--- config.mk ---
export PLATFORM = sky130hd
export DESIGN_NAME = vacfc_ctrl
export DESIGN_NICKNAME = d
export VERILOG_FILES = /design/src/vacfc_pkg.sv /design/src/vacfc_ctrl.sv /design/src/vacfc_sync.sv /design/src/vacfc_vco_internal_serial_port.sv
export SDC_FILE = /design/constraint.sdc
export NUM_CORES = 1
export LEC_CHECK = 0
export BUFFER_PORTS_ARGS = -buffer_cell sky130_fd_sc_hd__buf_2
export CELL_PAD_IN_SITES_DETAIL_PLACEMENT = 0
export CELL_PAD_IN_SITES_GLOBAL_PLACEMENT = 1
export CORE_ASPECT_RATIO = 0.8
export CORE_UTILIZATION = 30
export CTS_CLUSTER_SIZE = 25
export DETAILED_ROUTE_END_ITERATION = 6
export PLACE_DENSITY_LB_ADDON = 0.1
export SLEW_MARGIN = 10
export SYNTH_ARGS = -nofsm -noshare
export SYNTH_HDL_FRONTEND = slang
export SYNTH_HIERARCHICAL = 1
export SYNTH_SLANG_ARGS = --single-unit
--- constraint.sdc ---
create_clock -name clk -period 6.3 [get_ports clk]
set_clock_uncertainty 0.1 [all_clocks]
set_input_delay 0.63 -clock clk [delete_from_list [all_inputs] [get_ports clk]]
set_output_delay 0.63 -clock clk [all_outputs]
set_load 0.01 [all_outputs]
--- src/vacfc_pkg.sv ---
// constants and types for the vco auto-calibration frequency change controller
// Behaviour
// state machine clock is reference divided by 2^m, m in 0,2,4,5 by field.
// host keeps state machine clock at or below 50 MHz.
// fractional mode, calibration on: fractional write calibrates, then loads modulator.
// fractional mode, calibration off: fractional write reaches modulator at once, switches untouched.
// integer mode, calibration on: integer write calibrates, then loads prescaler.
// integer mode, calibration off: integer write reaches prescaler at once.
// host writes integer only if changed, then vco port, always fractional last.
// host writes vco port when needed, then integer register, in integer mode.
// rewriting the frequency with the same value reruns calibration, same result.
// measurement window lasts reference period times R times 2^n.
// divide ratio is integer value plus fractional value over 2^24.
// target count is floor of ratio times 2^n, compared with counted cycles.
// per detector cycle the expected count is the ratio rounded down.
// resolution is about detector rate over 2^(n+1).
// five switch bits need five measurements and 20-cycle serial transfers.
// each measurement waits k blocks of 128 state machine cycles.
// host picks resolution finer than one eighth of a sub-band step.
// host keeps ratio at least 16 integer, 20.0 fractional, detector under 100 MHz.
// state machine clock also clocks the 16-bit internal vco serial port.
// calibration off: vco port write is sent at once in 16 port clocks.
// chosen switch setting is readable in an eight-bit status field.
// with auto-relock set, loss of lock reruns calibration exactly once.
// switch setting is found by successive approximation, one bit per measurement.
// final switch setting is sent before the pending divider value loads.
package vacfc_pkg;
	localparam int ADDR_W = 6;
	localparam int DATA_W = 24;
	localparam int FRAME_BITS = 31;
	localparam int RD_AFTER = 7;
	localparam logic [5:0] ADDR_REF = 6'h02;
	localparam logic [5:0] ADDR_INT = 6'h03;
	localparam logic [5:0] ADDR_FRAC = 6'h04;
	localparam logic [5:0] ADDR_VCOW = 6'h05;
	localparam logic [5:0] ADDR_MODE = 6'h06;
	localparam logic [5:0] ADDR_LOCK = 6'h07;
	localparam logic [5:0] ADDR_CAL = 6'h0a;
	localparam logic [5:0] ADDR_SWSTAT = 6'h10;
	localparam int MODE_FRAC_BIT = 11;
	localparam int CAL_DIS_BIT = 11;
	localparam int CAL_DIV_LSB = 13;
	localparam int CAL_K_LSB = 6;
	localparam int CAL_N_LSB = 0;
	localparam int RELOCK_BIT = 13;
	localparam int FRAC_BITS = 24;
	localparam int WAIT_SHIFT = 7;
	localparam int VCO_INTERNAL_SERIAL_PORT_BITS = 16;
	localparam int VCO_INTERNAL_SERIAL_PORT_CYCLES = 20;
	localparam int VCO_INTERNAL_SERIAL_PORT_ID_W = 7;
	localparam logic [23:0] REG_RESET = 24'h000000;
	localparam logic [23:0] REF_RESET = 24'h000001;
	localparam logic [4:0] DIV_LAST_M0 = 5'h00;
	localparam logic [4:0] DIV_LAST_M2 = 5'h03;
	localparam logic [4:0] DIV_LAST_M4 = 5'h0f;
	localparam logic [4:0] DIV_LAST_M5 = 5'h1f;
	typedef enum logic [2:0] {
		ST_IDLE  = 3'h0,
		ST_SEND  = 3'h1,
		ST_WAIT  = 3'h2,
		ST_MEAS  = 3'h3,
		ST_FINAL = 3'h4,
		ST_LOAD  = 3'h5
	} vacfc_state_t;
endpackage

--- src/vacfc_ctrl.sv ---
// frequency change sequencing and vco sub-band calibration behind the main serial port
`timescale 1ns/10ps
module vacfc_ctrl #(
	parameter int SW_BITS = 5
) (
	input  wire logic        clk,
	input  wire logic        reset_n,
	input  wire logic        spi_clk,
	input  wire logic        spi_enable,
	input  wire logic        spi_data_in,
	output logic             spi_data_out,
	input  wire logic        vco_clk_in,
	input  wire logic        lock_detect,
	output logic             vco_port_clock,
	output logic             vco_port_data,
	output logic             vco_port_enable,
	output logic [23:0]      prescaler_int,
	output logic [23:0]      modulator_frac,
	output logic             cal_busy
);
	// the switch index and status field are 3 and 8 bits wide
	if (SW_BITS < 1 || SW_BITS > 8) begin : g_bad_sw
		$error("SW_BITS must be 1..8");
	end

	logic [4:0] pins;
	logic       sck, sen, sdi, vco_lvl, lock_lvl;
	vacfc_sync #(.W(5)) u_sync (
		.clk      (clk),
		.reset_n  (reset_n),
		.async_in ({spi_clk, spi_enable, spi_data_in, vco_clk_in, lock_detect}),
		.sync_out (pins)
	);
	assign {sck, sen, sdi, vco_lvl, lock_lvl} = pins;

	// serial port and register file
	logic [30:0] shift_reg, shift_next;
	logic [5:0]  bitc_reg, bitc_next;
	logic [23:0] rd_reg, rd_next;
	logic        sck_d_reg, sen_d_reg, vco_d_reg, lock_d_reg;
	logic        sdo_next;
	logic [23:0] ref_reg, ref_next, int_reg, int_next, frac_reg, frac_next;
	logic [23:0] vcow_reg, vcow_next, mode_reg, mode_next, lock_reg, lock_next, cal_reg, cal_next;
	logic [23:0] pre_next, mod_next;
	logic [7:0]  swstat_reg, swstat_next;
	logic        calreq_reg, calreq_next, vpend_reg, vpend_next, armed_reg, armed_next;
	logic        wr_stb, cal_dis, frac_mode, lock_loss;
	logic [5:0]  wr_addr;
	logic [23:0] wr_data, rd_mux;
	logic        cal_take, cal_load, vco_internal_serial_port_direct;
	logic [SW_BITS-1:0] sw_reg;

	assign wr_stb = sen_d_reg && !sen && (bitc_reg == 6'(vacfc_pkg::FRAME_BITS)) && !shift_reg[30];
	assign wr_addr = shift_reg[29:24];
	assign wr_data = shift_reg[23:0];
	assign cal_dis = cal_reg[vacfc_pkg::CAL_DIS_BIT];
	assign frac_mode = mode_reg[vacfc_pkg::MODE_FRAC_BIT];
	assign lock_loss = lock_d_reg && !lock_lvl;

	always_comb begin
		case (shift_reg[5:0])
			vacfc_pkg::ADDR_REF:    rd_mux = ref_reg;
			vacfc_pkg::ADDR_INT:    rd_mux = int_reg;
			vacfc_pkg::ADDR_FRAC:   rd_mux = frac_reg;
			vacfc_pkg::ADDR_VCOW:   rd_mux = vcow_reg;
			vacfc_pkg::ADDR_MODE:   rd_mux = mode_reg;
			vacfc_pkg::ADDR_LOCK:   rd_mux = lock_reg;
			vacfc_pkg::ADDR_CAL:    rd_mux = cal_reg;
			vacfc_pkg::ADDR_SWSTAT: rd_mux = {16'h0000, swstat_reg};
			default:     rd_mux = 24'h000000;
		endcase
	end

	always_comb begin
		shift_next = shift_reg;
		bitc_next = bitc_reg;
		rd_next = rd_reg;
		sdo_next = spi_data_out;
		ref_next = ref_reg;
		int_next = int_reg;
		frac_next = frac_reg;
		vcow_next = vcow_reg;
		mode_next = mode_reg;
		lock_next = lock_reg;
		cal_next = cal_reg;
		pre_next = prescaler_int;
		mod_next = modulator_frac;
		swstat_next = swstat_reg;
		calreq_next = calreq_reg && !cal_take;
		vpend_next = vpend_reg && !vco_internal_serial_port_direct;
		armed_next = armed_reg;
		if (!sen) begin
			bitc_next = 6'h00;
			sdo_next = 1'b0;
		end else if (sck && !sck_d_reg) begin
			shift_next = {shift_reg[29:0], sdi};
			if (bitc_reg != 6'(vacfc_pkg::FRAME_BITS))
				bitc_next = bitc_reg + 6'h01;
			rd_next = {rd_reg[22:0], 1'b0};
			sdo_next = rd_reg[23];
		end else if (bitc_reg == 6'(vacfc_pkg::RD_AFTER) && shift_reg[6] && sck_d_reg && !sck) begin
			rd_next = rd_mux;
		end
		if (wr_stb) begin
			case (wr_addr)
				vacfc_pkg::ADDR_REF:  ref_next = wr_data;
				vacfc_pkg::ADDR_INT: begin
					int_next = wr_data;
					if (!frac_mode && cal_dis)
						pre_next = wr_data;
					else if (!frac_mode) begin
						calreq_next = 1'b1;
						armed_next = 1'b1;
					end
				end
				vacfc_pkg::ADDR_FRAC: begin
					frac_next = wr_data;
					if (frac_mode && cal_dis) begin
						mod_next = wr_data;
						pre_next = int_reg;
					end else if (frac_mode) begin
						calreq_next = 1'b1;
						armed_next = 1'b1;
					end
				end
				vacfc_pkg::ADDR_VCOW: begin
					vcow_next = wr_data;
					vpend_next = cal_dis;
				end
				vacfc_pkg::ADDR_MODE: mode_next = wr_data;
				vacfc_pkg::ADDR_LOCK: lock_next = wr_data;
				vacfc_pkg::ADDR_CAL:  cal_next = wr_data;
				default:   ;
			endcase
		end
		if (lock_loss && armed_reg && lock_reg[vacfc_pkg::RELOCK_BIT] && !cal_dis) begin
			calreq_next = 1'b1;
			armed_next = 1'b0;
		end
		if (cal_load) begin
			// divider waits for the final switch transfer to finish
			pre_next = int_reg;
			if (frac_mode)
				mod_next = frac_reg;
			swstat_next = 8'(sw_reg);
		end
	end

	always_ff @(posedge clk or negedge reset_n) begin
		if (!reset_n) begin
			shift_reg <= 31'h00000000;
			bitc_reg <= 6'h00;
			rd_reg <= vacfc_pkg::REG_RESET;
			spi_data_out <= 1'b0;
			sck_d_reg <= 1'b0;
			sen_d_reg <= 1'b0;
			vco_d_reg <= 1'b0;
			lock_d_reg <= 1'b0;
			ref_reg <= vacfc_pkg::REF_RESET;
			int_reg <= vacfc_pkg::REG_RESET;
			frac_reg <= vacfc_pkg::REG_RESET;
			vcow_reg <= vacfc_pkg::REG_RESET;
			mode_reg <= vacfc_pkg::REG_RESET;
			lock_reg <= vacfc_pkg::REG_RESET;
			cal_reg <= vacfc_pkg::REG_RESET;
			prescaler_int <= vacfc_pkg::REG_RESET;
			modulator_frac <= vacfc_pkg::REG_RESET;
			swstat_reg <= 8'h00;
			calreq_reg <= 1'b0;
			vpend_reg <= 1'b0;
			armed_reg <= 1'b0;
		end else begin
			shift_reg <= shift_next;
			bitc_reg <= bitc_next;
			rd_reg <= rd_next;
			spi_data_out <= sdo_next;
			sck_d_reg <= sck;
			sen_d_reg <= sen;
			vco_d_reg <= vco_lvl;
			lock_d_reg <= lock_lvl;
			ref_reg <= ref_next;
			int_reg <= int_next;
			frac_reg <= frac_next;
			vcow_reg <= vcow_next;
			mode_reg <= mode_next;
			lock_reg <= lock_next;
			cal_reg <= cal_next;
			prescaler_int <= pre_next;
			modulator_frac <= mod_next;
			swstat_reg <= swstat_next;
			calreq_reg <= calreq_next;
			vpend_reg <= vpend_next;
			armed_reg <= armed_next;
		end
	end

	// calibration state machine
	vacfc_pkg::vacfc_state_t state_reg, state_next;
	logic [SW_BITS-1:0] sw_next;
	logic [2:0]  idx_reg, idx_next;
	logic [4:0]  div_reg, div_next, div_last;
	logic [8:0]  wait_reg, wait_next;
	logic [31:0] win_reg, win_next, cnt_reg, cnt_next, cnt_final, target, window;
	logic [55:0] ratio_sh;
	logic [2:0]  meas_n;
	logic        tick, vco_edge, vco_internal_serial_port_start, vco_internal_serial_port_busy, vco_internal_serial_port_done, busy_next;
	logic [15:0] vco_internal_serial_port_word;

	assign meas_n = cal_reg[vacfc_pkg::CAL_N_LSB +: 3];
	assign vco_edge = vco_lvl && !vco_d_reg;
	// measurement is one window of R * 2^n reference cycles
	assign window = 32'(ref_reg) << meas_n;
	assign ratio_sh = {8'h00, int_reg, frac_reg} << meas_n;
	assign target = ratio_sh[vacfc_pkg::FRAC_BITS +: 32];
	assign cnt_final = cnt_reg + 32'(vco_edge);
	assign tick = (div_reg == div_last);
	assign cal_take = (state_reg == vacfc_pkg::ST_IDLE) && calreq_reg && !vco_internal_serial_port_busy;
	assign vco_internal_serial_port_direct = (state_reg == vacfc_pkg::ST_IDLE) && !calreq_reg && vpend_reg && !vco_internal_serial_port_busy;
	assign cal_load = (state_reg == vacfc_pkg::ST_LOAD);
	assign vco_internal_serial_port_word = vco_internal_serial_port_direct ? vcow_reg[15:0]
		: {{(vacfc_pkg::VCO_INTERNAL_SERIAL_PORT_BITS - vacfc_pkg::VCO_INTERNAL_SERIAL_PORT_ID_W - SW_BITS){1'b0}}, sw_next,
			vcow_reg[vacfc_pkg::VCO_INTERNAL_SERIAL_PORT_ID_W-1:0]};

	always_comb begin
		case (cal_reg[vacfc_pkg::CAL_DIV_LSB +: 2])
			2'h0:    div_last = vacfc_pkg::DIV_LAST_M0;
			2'h1:    div_last = vacfc_pkg::DIV_LAST_M2;
			2'h2:    div_last = vacfc_pkg::DIV_LAST_M4;
			default: div_last = vacfc_pkg::DIV_LAST_M5;
		endcase
	end

	always_comb begin
		state_next = state_reg;
		sw_next = sw_reg;
		idx_next = idx_reg;
		div_next = tick ? 5'h00 : div_reg + 5'h01;
		wait_next = wait_reg;
		win_next = win_reg;
		cnt_next = cnt_reg;
		vco_internal_serial_port_start = vco_internal_serial_port_direct;
		busy_next = cal_busy;
		case (state_reg)
			vacfc_pkg::ST_IDLE: begin
				if (cal_take) begin
					sw_next = {1'b1, {(SW_BITS-1){1'b0}}};
					idx_next = 3'(SW_BITS - 1);
					vco_internal_serial_port_start = 1'b1;
					busy_next = 1'b1;
					state_next = vacfc_pkg::ST_SEND;
				end
			end
			vacfc_pkg::ST_SEND: begin
				if (vco_internal_serial_port_done) begin
					wait_next = {cal_reg[vacfc_pkg::CAL_K_LSB +: 2], 7'h00};
					state_next = vacfc_pkg::ST_WAIT;
				end
			end
			vacfc_pkg::ST_WAIT: begin
				if (wait_reg == 9'h000) begin
					win_next = window;
					cnt_next = 32'h00000000;
					state_next = vacfc_pkg::ST_MEAS;
				end else if (tick) begin
					wait_next = wait_reg - 9'h001;
				end
			end
			vacfc_pkg::ST_MEAS: begin
				win_next = win_reg - 32'h00000001;
				cnt_next = cnt_final;
				if (win_reg <= 32'h00000001) begin
					// too slow means too much capacitance: drop this bit
					if (cnt_final <= target)
						sw_next[idx_reg] = 1'b0;
					if (idx_reg == 3'h0) begin
						state_next = vacfc_pkg::ST_FINAL;
					end else begin
						sw_next[idx_reg - 3'h1] = 1'b1;
						idx_next = idx_reg - 3'h1;
						state_next = vacfc_pkg::ST_SEND;
					end
					vco_internal_serial_port_start = 1'b1;
				end
			end
			vacfc_pkg::ST_FINAL: begin
				if (vco_internal_serial_port_done)
					state_next = vacfc_pkg::ST_LOAD;
			end
			vacfc_pkg::ST_LOAD: begin
				busy_next = 1'b0;
				state_next = vacfc_pkg::ST_IDLE;
			end
			default: state_next = vacfc_pkg::ST_IDLE;
		endcase
	end

	always_ff @(posedge clk or negedge reset_n) begin
		if (!reset_n) begin
			state_reg <= vacfc_pkg::ST_IDLE;
			sw_reg <= '0;
			idx_reg <= 3'h0;
			div_reg <= 5'h00;
			wait_reg <= 9'h000;
			win_reg <= 32'h00000000;
			cnt_reg <= 32'h00000000;
			cal_busy <= 1'b0;
		end else begin
			state_reg <= state_next;
			sw_reg <= sw_next;
			idx_reg <= idx_next;
			div_reg <= div_next;
			wait_reg <= wait_next;
			win_reg <= win_next;
			cnt_reg <= cnt_next;
			cal_busy <= busy_next;
		end
	end

	vacfc_vco_internal_serial_port u_vco_internal_serial_port (
		.clk         (clk),
		.reset_n     (reset_n),
		.tick        (tick),
		.start       (vco_internal_serial_port_start),
		.word        (vco_internal_serial_port_word),
		.port_clock  (vco_port_clock),
		.port_data   (vco_port_data),
		.port_enable (vco_port_enable),
		.busy        (vco_internal_serial_port_busy),
		.done        (vco_internal_serial_port_done)
	);

	tick_div_a: assert property (@(posedge clk) disable iff (!reset_n)
		tick && cal_reg[14:13] == 2'h1 && !sen && !sen_d_reg |=> !tick [*3] ##1 tick)
		else $error("tick spacing wrong for m=2");
	frac_defer_a: assert property (@(posedge clk) disable iff (!reset_n)
		wr_stb && wr_addr == vacfc_pkg::ADDR_FRAC && frac_mode && !cal_dis |=> $stable(modulator_frac))
		else $error("fractional value loaded before calibration");
	frac_now_a: assert property (@(posedge clk) disable iff (!reset_n)
		wr_stb && wr_addr == vacfc_pkg::ADDR_FRAC && frac_mode && cal_dis |=> modulator_frac == $past(wr_data))
		else $error("fractional value not applied at once");
	int_now_a: assert property (@(posedge clk) disable iff (!reset_n)
		wr_stb && wr_addr == vacfc_pkg::ADDR_INT && !frac_mode && cal_dis |=> prescaler_int == $past(wr_data))
		else $error("integer value not applied at once");
	cal_start_a: assert property (@(posedge clk) disable iff (!reset_n)
		cal_take |=> cal_busy && state_reg == vacfc_pkg::ST_SEND && vco_internal_serial_port_busy)
		else $error("calibration did not start");
	meas_win_a: assert property (@(posedge clk) disable iff (!reset_n)
		state_reg == vacfc_pkg::ST_WAIT && state_next == vacfc_pkg::ST_MEAS |=> win_reg == $past(window))
		else $error("window length wrong");
	sar_bit_a: assert property (@(posedge clk) disable iff (!reset_n)
		state_reg == vacfc_pkg::ST_MEAS && win_reg <= 32'h00000001 && cnt_final <= target
		|=> sw_reg[$past(idx_reg)] == 1'b0) else $error("switch bit kept when slow");
	load_order_a: assert property (@(posedge clk) disable iff (!reset_n)
		cal_load |-> $past(vco_internal_serial_port_done) && !vco_internal_serial_port_busy) else $error("divider loaded before transfer");
	sw_status_a: assert property (@(posedge clk) disable iff (!reset_n)
		cal_load |=> swstat_reg == 8'($past(sw_reg))) else $error("switch status not updated");
endmodule

--- src/vacfc_sync.sv ---
// two-flop synchroniser for pin inputs
`timescale 1ns/10ps
module vacfc_sync #(
	parameter int W = 1
) (
	input  wire logic         clk,
	input  wire logic         reset_n,
	input  wire logic [W-1:0] async_in,
	output logic      [W-1:0] sync_out
);
	logic [W-1:0] meta_reg;
	logic [W-1:0] meta_next;
	logic [W-1:0] sync_next;

	always_comb begin
		meta_next = async_in;
		sync_next = meta_reg;
	end

	always_ff @(posedge clk or negedge reset_n) begin
		if (!reset_n) begin
			meta_reg <= '0;
			sync_out <= '0;
		end else begin
			meta_reg <= meta_next;
			sync_out <= sync_next;
		end
	end
endmodule

--- src/vacfc_vco_internal_serial_port.sv ---
// internal 16-bit vco serial port, stepped by the state machine tick
`timescale 1ns/10ps
module vacfc_vco_internal_serial_port (
	input  wire logic        clk,
	input  wire logic        reset_n,
	input  wire logic        tick,
	input  wire logic        start,
	input  wire logic [15:0] word,
	output logic             port_clock,
	output logic             port_data,
	output logic             port_enable,
	output logic             busy,
	output logic             done
);
	logic [15:0] sh_reg, sh_next;
	logic [4:0]  cnt_reg, cnt_next;
	logic        clock_next, data_next, enable_next, busy_next, done_next;

	always_comb begin
		sh_next = sh_reg;
		cnt_next = cnt_reg;
		clock_next = 1'b0;
		data_next = port_data;
		enable_next = port_enable;
		busy_next = busy;
		done_next = 1'b0;
		if (!busy && start) begin
			sh_next = word;
			cnt_next = 5'h00;
			data_next = word[15];
			enable_next = 1'b1;
			busy_next = 1'b1;
		end else if (busy) begin
			if (port_clock) begin
				// data moves only after the strobe, so it is stable around it
				sh_next = {sh_reg[14:0], 1'b0};
				data_next = sh_reg[14];
			end
			if (tick) begin
				clock_next = (cnt_reg < 5'(vacfc_pkg::VCO_INTERNAL_SERIAL_PORT_BITS));
				cnt_next = cnt_reg + 5'h01;
				if (cnt_reg == 5'(vacfc_pkg::VCO_INTERNAL_SERIAL_PORT_BITS))
					enable_next = 1'b0;
				if (cnt_reg == 5'(vacfc_pkg::VCO_INTERNAL_SERIAL_PORT_CYCLES - 1)) begin
					busy_next = 1'b0;
					done_next = 1'b1;
				end
			end
		end
	end

	always_ff @(posedge clk or negedge reset_n) begin
		if (!reset_n) begin
			sh_reg <= 16'h0000;
			cnt_reg <= 5'h00;
			port_clock <= 1'b0;
			port_data <= 1'b0;
			port_enable <= 1'b0;
			busy <= 1'b0;
			done <= 1'b0;
		end else begin
			sh_reg <= sh_next;
			cnt_reg <= cnt_next;
			port_clock <= clock_next;
			port_data <= data_next;
			port_enable <= enable_next;
			busy <= busy_next;
			done <= done_next;
		end
	end

	clk_in_frame_a: assert property (@(posedge clk) disable iff (!reset_n)
		port_clock |-> port_enable && busy) else $error("vco port clock outside frame");
endmodule

## Word-level counts from Yosys, hierarchy flattened

Index checks and enable logic that the tools add are counted.

- Output and inout bits: 53
- Memory bits (writable): 0
- Latch bits: 0
- Input port bits: 7
- Logic and storage cells: 270
- Flip-flop bits (word level): 415
- ROM bits: 0
- Memories kept: 0

- Shifts and indexed selects: 2
- Magnitude comparators: 7
- Equal/unequal tests: 44
- Reductions and logical operators: 73
- Add/subtract/negate cells: 7
- Mux-type cells: 96
- Div/mod/pow operators: 0
- Bitwise operators: 3
- Multipliers: 0

Operator list:

| kind | count |
|---|---|
| 24-bit 2-to-1 mux | 11 |
| 24-bit one-hot mux with 8 select lines | 1 |
| 32-bit one-hot mux with 2 select lines | 2 |
| 32-bit 2-to-1 mux | 2 |
| 48-bit by 3-bit left shift with 56-bit output | 1 |
| 6-bit by 3-bit == test with 1-bit output, second input constant | 9 |
| 5-bit 2-to-1 mux | 10 |
| 24-bit one-hot mux with 2 select lines | 1 |
| 15-bit 2-to-1 mux | 3 |
| 1-bit 2-to-1 mux | 39 |
| 32-bit by 1-bit adder with 32-bit output | 1 |
| 32-bit by 1-bit less-or-equal comparator with 1-bit output, second input constant | 1 |
| 32-bit less-or-equal comparator | 1 |
| 24-bit by 3-bit left shift with 32-bit output | 1 |
| 32-bit by 1-bit subtractor with 32-bit output, second input constant | 1 |
| 2-bit AND reduction | 14 |
| 3-bit 2-to-1 mux | 9 |
| 9-bit 2-to-1 mux | 3 |
| 6-bit by 2-bit == test with 1-bit output, second input constant | 4 |
| 1-bit logical AND | 24 |
| 2-bit nonzero test | 11 |
| 6-bit 2-to-1 mux | 3 |
| 3-bit != test, second input constant | 6 |
| 9-bit one-hot mux with 2 select lines | 1 |
| other kinds (38) | 73 |

## Logic depth before layout (Yosys ltp)

Gate-level depths: netlist (run 1).

- Word-level depth: 15
- Depth in mapped cells: 17

## Hierarchy

Netlist (run 1), hierarchy kept.

By module, submodules not included:

| module | seq. area each (µm²) | cells each | instances | area an instance (µm²) |
|---|---|---|---|---|
| vacfc_ctrl | 9510.4 | 1955 | 1 | 20887.5 |
| vacfc_vco_internal_serial_port | 625.6 | 107 | 1 | 1204.9 |
| vacfc_sync | 250.2 | 10 | 1 | 250.2 |

## Least setup slack after synthesis (run 1)

OpenSTA, ideal clock, no wires.

- Path kind: reg2reg
- Start: register vco_d_reg
- End: register u_vco_internal_serial_port.sh_reg[10]
- Data arrival time: 3.896 ns
- Cell stages (with the launch flop): 17
- Setup slack: 2.178 ns
- Required time: 6.074 ns
- Setup time: 0.126 ns
- Path through: dfrtp_1 -> nor2b_1 -> ha_1 -> and2_1 -> nand4_1 -> nor4b_1 -> nand2_1 -> xnor2_1 -> ha_1 -> nand3_1 -> or4_1 -> nor3_1 -> a21oi_1 -> nor4_2 -> a21oi_1 -> nand2_1 -> o21ai_0

- Word-level cells in the longest chain between the ends: 13

RTL lines:

| what | RTL line | RTL |
|---|---|---|
| start: declaration | vacfc_ctrl.sv:40 | `logic sck_d_reg, sen_d_reg, vco_d_reg, lock_d_reg;` |
| start signal: assignment | vacfc_ctrl.sv:179 | `vco_d_reg <= vco_lvl;` |
| 1-bit logical NOT (*) | vacfc_ctrl.sv:210 | `assign vco_edge = vco_lvl && !vco_d_reg;` |
| 1-bit logical AND (*) | vacfc_ctrl.sv:210 |  |
| 32-bit by 1-bit adder with 32-bit output (*) | vacfc_ctrl.sv:215 | `assign cnt_final = cnt_reg + 32'(vco_edge);` |
| 32-bit less-or-equal comparator (*) | vacfc_ctrl.sv:273 | `if (cnt_final <= target)` |
| 5-bit 2-to-1 mux (*) | vacfc_ctrl.sv:273 |  |
| 5-bit 2-to-1 mux (*) | vacfc_ctrl.sv:271 | `if (win_reg <= 32'h00000001) begin` |
| 5-bit 2-to-1 mux (*) | vacfc_ctrl.sv:243 | `case (state_reg)` |
| 5-bit bitwise OR (no line) | - |  |
| 5-bit 2-to-1 mux (*) | vacfc_ctrl.sv:275 | `if (idx_reg == 3'h0) begin` |
| 5-bit 2-to-1 mux (*) | vacfc_ctrl.sv:271 |  |
| 5-bit one-hot mux with 2 select lines (*) | vacfc_ctrl.sv:243 |  |
| 16-bit 2-to-1 mux (*) | vacfc_ctrl.sv:220 | `assign vco_internal_serial_port_word = vco_internal_serial_port_direct ? vcow_reg[15:0]` |
| via vco_internal_serial_port_word[10] | vacfc_ctrl.sv:207 | `logic [15:0] vco_internal_serial_port_word;` |
| 15-bit 2-to-1 mux (*) | vacfc_vco_internal_serial_port.sv:27 | `if (!busy && start) begin` |
| end signal: assignment | vacfc_vco_internal_serial_port.sv:62 | `sh_reg <= sh_next;` |
| end: declaration | vacfc_vco_internal_serial_port.sv:15 | `logic [15:0] sh_reg, sh_next;` |

The timed path passes the listed nets; every way through them passes the cells marked *. The select of a mux whose other input is x is not followed.
A chain may end at the register's enable or synchronous reset.

## Final worst setup path (run 1)

- Start: register u_sync.sync_out[1]
- End: register u_vco_internal_serial_port.sh_reg[10]

- Word-level cells in the longest chain between the ends: 12

RTL lines:

| what | RTL line | RTL |
|---|---|---|
| start: declaration | vacfc_sync.sv:9 | `output logic [W-1:0] sync_out` |
| start signal: assignment | vacfc_sync.sv:26 | `sync_out <= sync_next;` |
| 1-bit logical AND (*) | vacfc_ctrl.sv:210 |  |
| 32-bit by 1-bit adder with 32-bit output (*) | vacfc_ctrl.sv:215 |  |
| 32-bit less-or-equal comparator (*) | vacfc_ctrl.sv:273 |  |
| 5-bit 2-to-1 mux (*) | vacfc_ctrl.sv:273 |  |
| 5-bit 2-to-1 mux (*) | vacfc_ctrl.sv:271 |  |
| 5-bit 2-to-1 mux (*) | vacfc_ctrl.sv:243 |  |
| 5-bit bitwise OR (no line) | - |  |
| 5-bit 2-to-1 mux (*) | vacfc_ctrl.sv:275 |  |
| 5-bit 2-to-1 mux (*) | vacfc_ctrl.sv:271 |  |
| 5-bit one-hot mux with 2 select lines (*) | vacfc_ctrl.sv:243 |  |
| 16-bit 2-to-1 mux (*) | vacfc_ctrl.sv:220 |  |
| via vco_internal_serial_port_word[10] | vacfc_ctrl.sv:207 |  |
| 15-bit 2-to-1 mux (*) | vacfc_vco_internal_serial_port.sv:27 |  |

Marked as above.

==> flow_metrics.tcl, run 1 <==
set metrics [dict create \
    setup_ws_ns 1.40 \
    die_x_um 307 \
    first_iter_violations 1174 \
    finalHoldViolCount 0 \
    syn_to_final_growth_pct 13.0 \
    period_share_pct 77.8 \
    clk_pin_slew_worst_paths_ns 0.06 \
    cts_tree "done" \
    synth.avg_cell_area_sq_um 10.8 \
    grt_overflow 0 \
    met1_usage_pct 29.9 \
    dieArea_sq_mm 0.0756 \
    max_slew_margin_pct 16.9 \
    fin_util_pct 34.2 \
    slew_viol_final 0 \
    worstMarginPinSlew_ns 1.23 \
    synth_seq_cells 415 \
    synth_common_cells "dfrtp_1, mux2_2, nand2_1" \
    via_count 16500 \
    htree_levels 2 \
    root_buffer "clkbuf_16" \
    postRouteAntennaNets 0 \
    route.detailed.drc 0 \
    seq_area_frac_synth_pct 46.5 \
    power.density_mw_per_mm2 249 \
    portBuffers 59 \
    grt_pass1_wl_um 110000 \
    crit_arrival_ns 5.26 \
    yosys.cell_count.top_type "dfrtp_1" \
    placed_cells 3002 \
    yosys.cell_types.count 87 \
    dp_slack_ns 1.38 \
    hpwl_um 49000 \
    yosys-top-cells-area "dfrtp_1, mux2_2, mux2i_1" \
    required_ns 6.66 \
    grt_max_degree 131 \
    setup_tns_ns 0 \
    rows 89 \
    cts_buffers 49 \
    start_kind "flip-flop" \
    p_leak_nw 11.5 \
    core_area_sq_mm 0.0737 \
    synth-main-ff-cell "dfrtp_1" \
    use_met3_pct 2.60 \
    worst_setup_path_end_kind "flip-flop" \
    start_util_pct 30.3 \
    yosys.area.top_type "dfrtp_1" \
    ios 60 \
    fin_nets 2106 \
    fmax_ghz 0.204 \
    grtUsageMet2_pct 27.5 \
    instances_no_fill 3097 \
    die_y_um 246 \
    whs_ns 0.0774 \
    syn_area_sq_mm 0.0223 \
    rsz0062_at_grt "no" \
    setup_viol 0 \
    synth_cells 2072 \
    drive_above_1_share_pct 24.5 \
    min_period_ns 4.90 \
    final.fill_count 7516 \
    synth-edff-count 0 \
    maxCapViolations 0 \
    drt_wl_total_um 71900 \
    dr.pass1.iters 6 \
    crit_type "flip-flop to flip-flop" \
    antenna_found_initial 9 \
    clock_latency_ns 0.61 \
    status "complete, no violations" \
    synthArstFlopShare_pct 100 \
    crit_fanout 7 \
    avgRoutedWirePerCell_um 23.2 \
    clock-sinks 415 \
    yosys_warnings 6 \
    grt_busiest_layer "met1" \
    gp_congestion 0.818 \
    postCtsResizedCells 0 \
    track_usage_pct 19.1 \
    grt_pass1_vias 16100 \
    viasPerCell 5.32 \
    reg2regPathDepth 16 \
    yosysTopAreaCellShare_pct 46.4 \
    hold_path_class "input port to flip-flop" \
    min_path_cells 1 \
    syn_nets 2121 \
    peakVddDrop_mv 0.182 \
    cts_buffer_depth 3 \
]
==> cells in the final DEF (no fill, tap or decap), types with 33 or more instances in the layout <==
master and count:
a22oi_1 44, mux2_2 272, nand3_1 42, a21oi_1 142, buf_2 58, clkbuf_16 49
nor2_1 135, dfrtp_1 410, o21ai_0 100, a221oi_1 33, nand2_1 149, mux2i_1 108
ha_1 42
==> report_power, final <==
part	internal [mW]	leakage, nW	switching (mW)
logic	0.132	5.00	0.276
registers	2.72	5.69	0.130
clock network	1.79	0.841	1.23
==> timing repair <==
action / 4_1_cts / 5_1_grt
buffers inserted: 0 / 0
hold buffers: 5 / 0
hold endpoints to repair: 9 / 0
==> per-stage QoR <==
stage | power [mW] | instance area, sq um
after floorplan | 3.08 | 22300
after global placement | 3.31 | 23500
after detailed placement | 3.32 | 23500
after CTS | 6.39 | 25200
after global routing | 6.54 | 25200
final | 6.28 | 25200
==> logic make-up (layout without fill, tap and decap cells) <==
family,count (synthesis),count (layout),share of synthesized area (%)
adders and majority gates,42,42,2.35
DFF,415,415,46.5
muxes,400,400,20.6
buffers and inverters,189,212,3.71
other,0,1,0
AOI/OAI and AO/OA,467,467,13.4
and+or+nand+nor,513,513,11.7
xor gates and xnor gates,46,46,1.80
==> critical path, cell delays in order (launching register included) <==
cell and delay (ns):
dfrtp_1 0.35, nor2b_1 0.13, ha_1 0.18, ha_1 0.30, nand4_1 0.29, nor3_1 0.63, nand3_1 0.22, xnor2_1 0.18
ha_1 0.30, nand3_1 0.15, or4_1 0.61, nor3_1 0.21, a21oi_1 0.13, nor4_2 0.66, a21oi_1 0.14, nand2_1 0.08
o21ai_0 0.09
==> path summary, 6_finish.rpt <==
check | start | to | slack, ns
worst max register to register | u_sync/sync_out[1] | u_vco_internal_serial_port/sh_reg[10] | 1.40
max in group asynchronous | reset_n | shift_reg[0] | 4.15
worst max-delay path | u_sync/sync_out[1] | u_vco_internal_serial_port/sh_reg[10] | 1.40
worst min-delay path | vco_clk_in | u_sync/meta_reg[1] | 0.08
worst min register to register | u_sync/meta_reg[4] | u_sync/sync_out[4] | 0.25
min in group asynchronous | reset_n | wait_reg[5] | 0.52
==> final cells by class <==
class / count / area, sq um / area share [%]
well taps: 1001 / 1250 / 4.96
flip-flops and latches: 415 / 10400 / 41.2
clock inverters: 21 / 275 / 1.09
inverters: 30 / 113 / 0.446
multi-input cells: 1468 / 11200 / 44.3
diodes: 1 / 2.50 / 0.00992
clock buffers: 68 / 1430 / 5.66
repair buffers: 93 / 586 / 2.32
==> routing by layer <==
layer  up-vias  part of all wire, %
met4         0                  1.8
met1      8463                   52
met3        72                  4.0
li1       7645                    -
met2       311                   42
met5         -                    0
Power figures use the tool's default switching activity.
==> run 2, diff against run 1 <==
- clock period: 6.3 -> 4 ns (I/O delays scaled with it)
==> flow_metrics.tcl, run 2 (same netlist as run 1, synthesis figures left out) <==
set metrics [dict create \
    status "complete, but fails checks" \
    violations "design-rule violations" \
    finalHoldViolCount 0 \
    avgRoutedWirePerCell_um 23.0 \
    route.detailed.drc 4 \
    reg2regPathDepth 17 \
    fin_nets 2207 \
    postRouteAntennaNets 0 \
    min_path_cells 0 \
    syn_to_final_growth_pct 17.5 \
    rsz0062_at_grt "yes" \
    crit_type "flip-flop to flip-flop" \
    clock_latency_ns 0.60 \
    p_leak_nw 12.1 \
    portBuffers 59 \
    fmax_ghz 0.258 \
    clock-sinks 415 \
    drive_above_1_share_pct 28.9 \
    cts_tree "done" \
    crit_arrival_ns 4.25 \
    htree_levels 2 \
    layout_commonest_cell "dfrtp_1" \
    peakVddDrop_mv 0.248 \
    layout_common_cells "dfrtp_1, mux2_2, nand2_1, a21oi_1, nor2_1" \
    dr.pass1.iters 7 \
    grt_pass1_vias 17100 \
    swShare_pct 25.7 \
    cts_buffers 49 \
    hold_path_class "flip-flop to flip-flop" \
    via_count 17000 \
    viasPerCell 5.33 \
    required_ns 4.37 \
    clk_pin_slew_worst_paths_ns 0.06 \
    power_switching_mw 2.56 \
    grt_overflow 0 \
    core_area_sq_mm 0.0737 \
    setup_tns_ns 0 \
    rows 89 \
    min_from "u_sync/meta_reg[3]" \
    p_seq_share_pct 44.1 \
    period_share_pct 97.0 \
    cts_buffer_depth 3 \
    hpwl_um 51100 \
    gp_congestion 0.841 \
    root_buffer "clkbuf_16" \
    drt_wl_total_um 73600 \
    worstMarginPinSlew_ns 1.06 \
    first_iter_violations 1264 \
    power.density_mw_per_mm2 379 \
    power.share.clock_pct 47.6 \
    die_y_um 246 \
    post_dp_cell_area_sq_mm 0.0243 \
    crit_fanout 5 \
    antenna_found_initial 5 \
    crit_start "vco_d_reg" \
    worst_setup_path_end_kind "flip-flop" \
    start_kind "flip-flop" \
    slew_viol_final 0 \
    maxCapViolations 0 \
    timing.rr.start "vco_d_reg" \
    max_slew_margin_pct 29.3 \
    die_x_um 307 \
    setup_viol 0 \
    grt_max_degree 83 \
    finalInstanceArea_sq_mm 0.0263 \
    min_period_ns 3.88 \
    dieArea_sq_mm 0.0756 \
    ios 60 \
    track_usage_pct 19.6 \
    start_util_pct 30.3 \
    grt_pass1_wl_um 112000 \
    comb_power_share_pct 8.3 \
    intPower_mw 7.39 \
]
==> run 2: cell count changes in the layout (fill, tap and decap cells not counted), sizes merged <==
cell / previous run / this run
buf: 88 / 188
clkinvlp: 2 / 0
inv: 29 / 31
dlygate4sd3: 5 / 6
bufinv: 5 / 6
clkinv: 15 / 12
==> run 2: cell type report <==
type / count / area [sq um]
antenna: 1 / 2.50
clock buffer: 68 / 1410
clock inverter: 19 / 275
fill: 7464 / 47500
inverter: 30 / 113
multi-input combinational: 1468 / 11400
sequential: 415 / 10400
tap: 1001 / 1250
timing repair buffer: 194 / 1450
==> run 2: final timing paths <==
check / end / slack, ns
setup / recovery: u_vco_internal_serial_port/sh_reg[10] / 0.12
hold / removal: u_sync/sync_out[3] / 0.25
setup reg to reg: u_vco_internal_serial_port/sh_reg[10] / 0.12
hold reg to reg: u_sync/sync_out[3] / 0.25
max in group asynchronous: rd_reg[21] / 2.56
min in group asynchronous: wait_reg[2] / 0.27
==> run 2: critical path: stages, from the launching register on <==
cell	delay, ns
dfrtp_1	0.39
nor2b_4	0.13
ha_4	0.16
ha_4	0.12
nand4_1	0.18
buf_6	0.21
nor2_4	0.12
nand4_1	0.17
xnor2_2	0.19
ha_1	0.31
nand4_1	0.13
or4_4	0.59
nor3_4	0.16
a21oi_4	0.09
nor4_4	0.43
a21oi_1	0.12
nand2_1	0.07
o21ai_0	0.07
==> run 2: timing repair <==
item / 4_1_cts / 5_1_grt
buffers inserted: 1 / 6
pin swaps: 1 / 14
hold buffers: 6 / 0
resized for setup: 5 / 31
endpoints found under the setup margin: 9 / 10
endpoints found under the hold margin: 68 / 0
==> run 2: power groups by stage <==
stage	sequential, mW	combinational [mW]	clock (mW)
final	4.39	0.821	4.74
after global routing	4.40	0.895	5.06
after CTS	4.39	0.830	4.92
after detailed placement	4.47	0.822	0
after global placement	4.47	0.818	0
after floorplan	4.41	0.439	0
==> run 2: layer usage <==
metal / wire length, um / track usage, % / vias up
li1: - / - / 7862
met1: 37100 / 29.8 / 8694
met2: 31300 / 28.8 / 397
met3: 3530 / 2.89 / 88
met4: 1640 / 5.03 / 2
met5: 9 / 0 / -
==> run 2: stage by stage <==
| step | std cells | worst slack (ns) | hold slack, ns | total power, mW | util, % |
|---|---|---|---|---|---|
| floorplan | 2072 | 0.0456 | 0.00441 | 4.85 | - |
| finish | 3196 | 0.121 | 0.249 | 9.96 | 35.6 |
| global placement | 3095 | -0.218 | 0.237 | 5.28 | 32.9 |
| global route | 3195 | -0.0699 | 0.257 | 10.4 | 35.6 |
| detailed placement | 3095 | -0.290 | 0.239 | 5.29 | 32.9 |
| CTS | 3189 | 0.00635 | 0.252 | 10.1 | 35.3 |
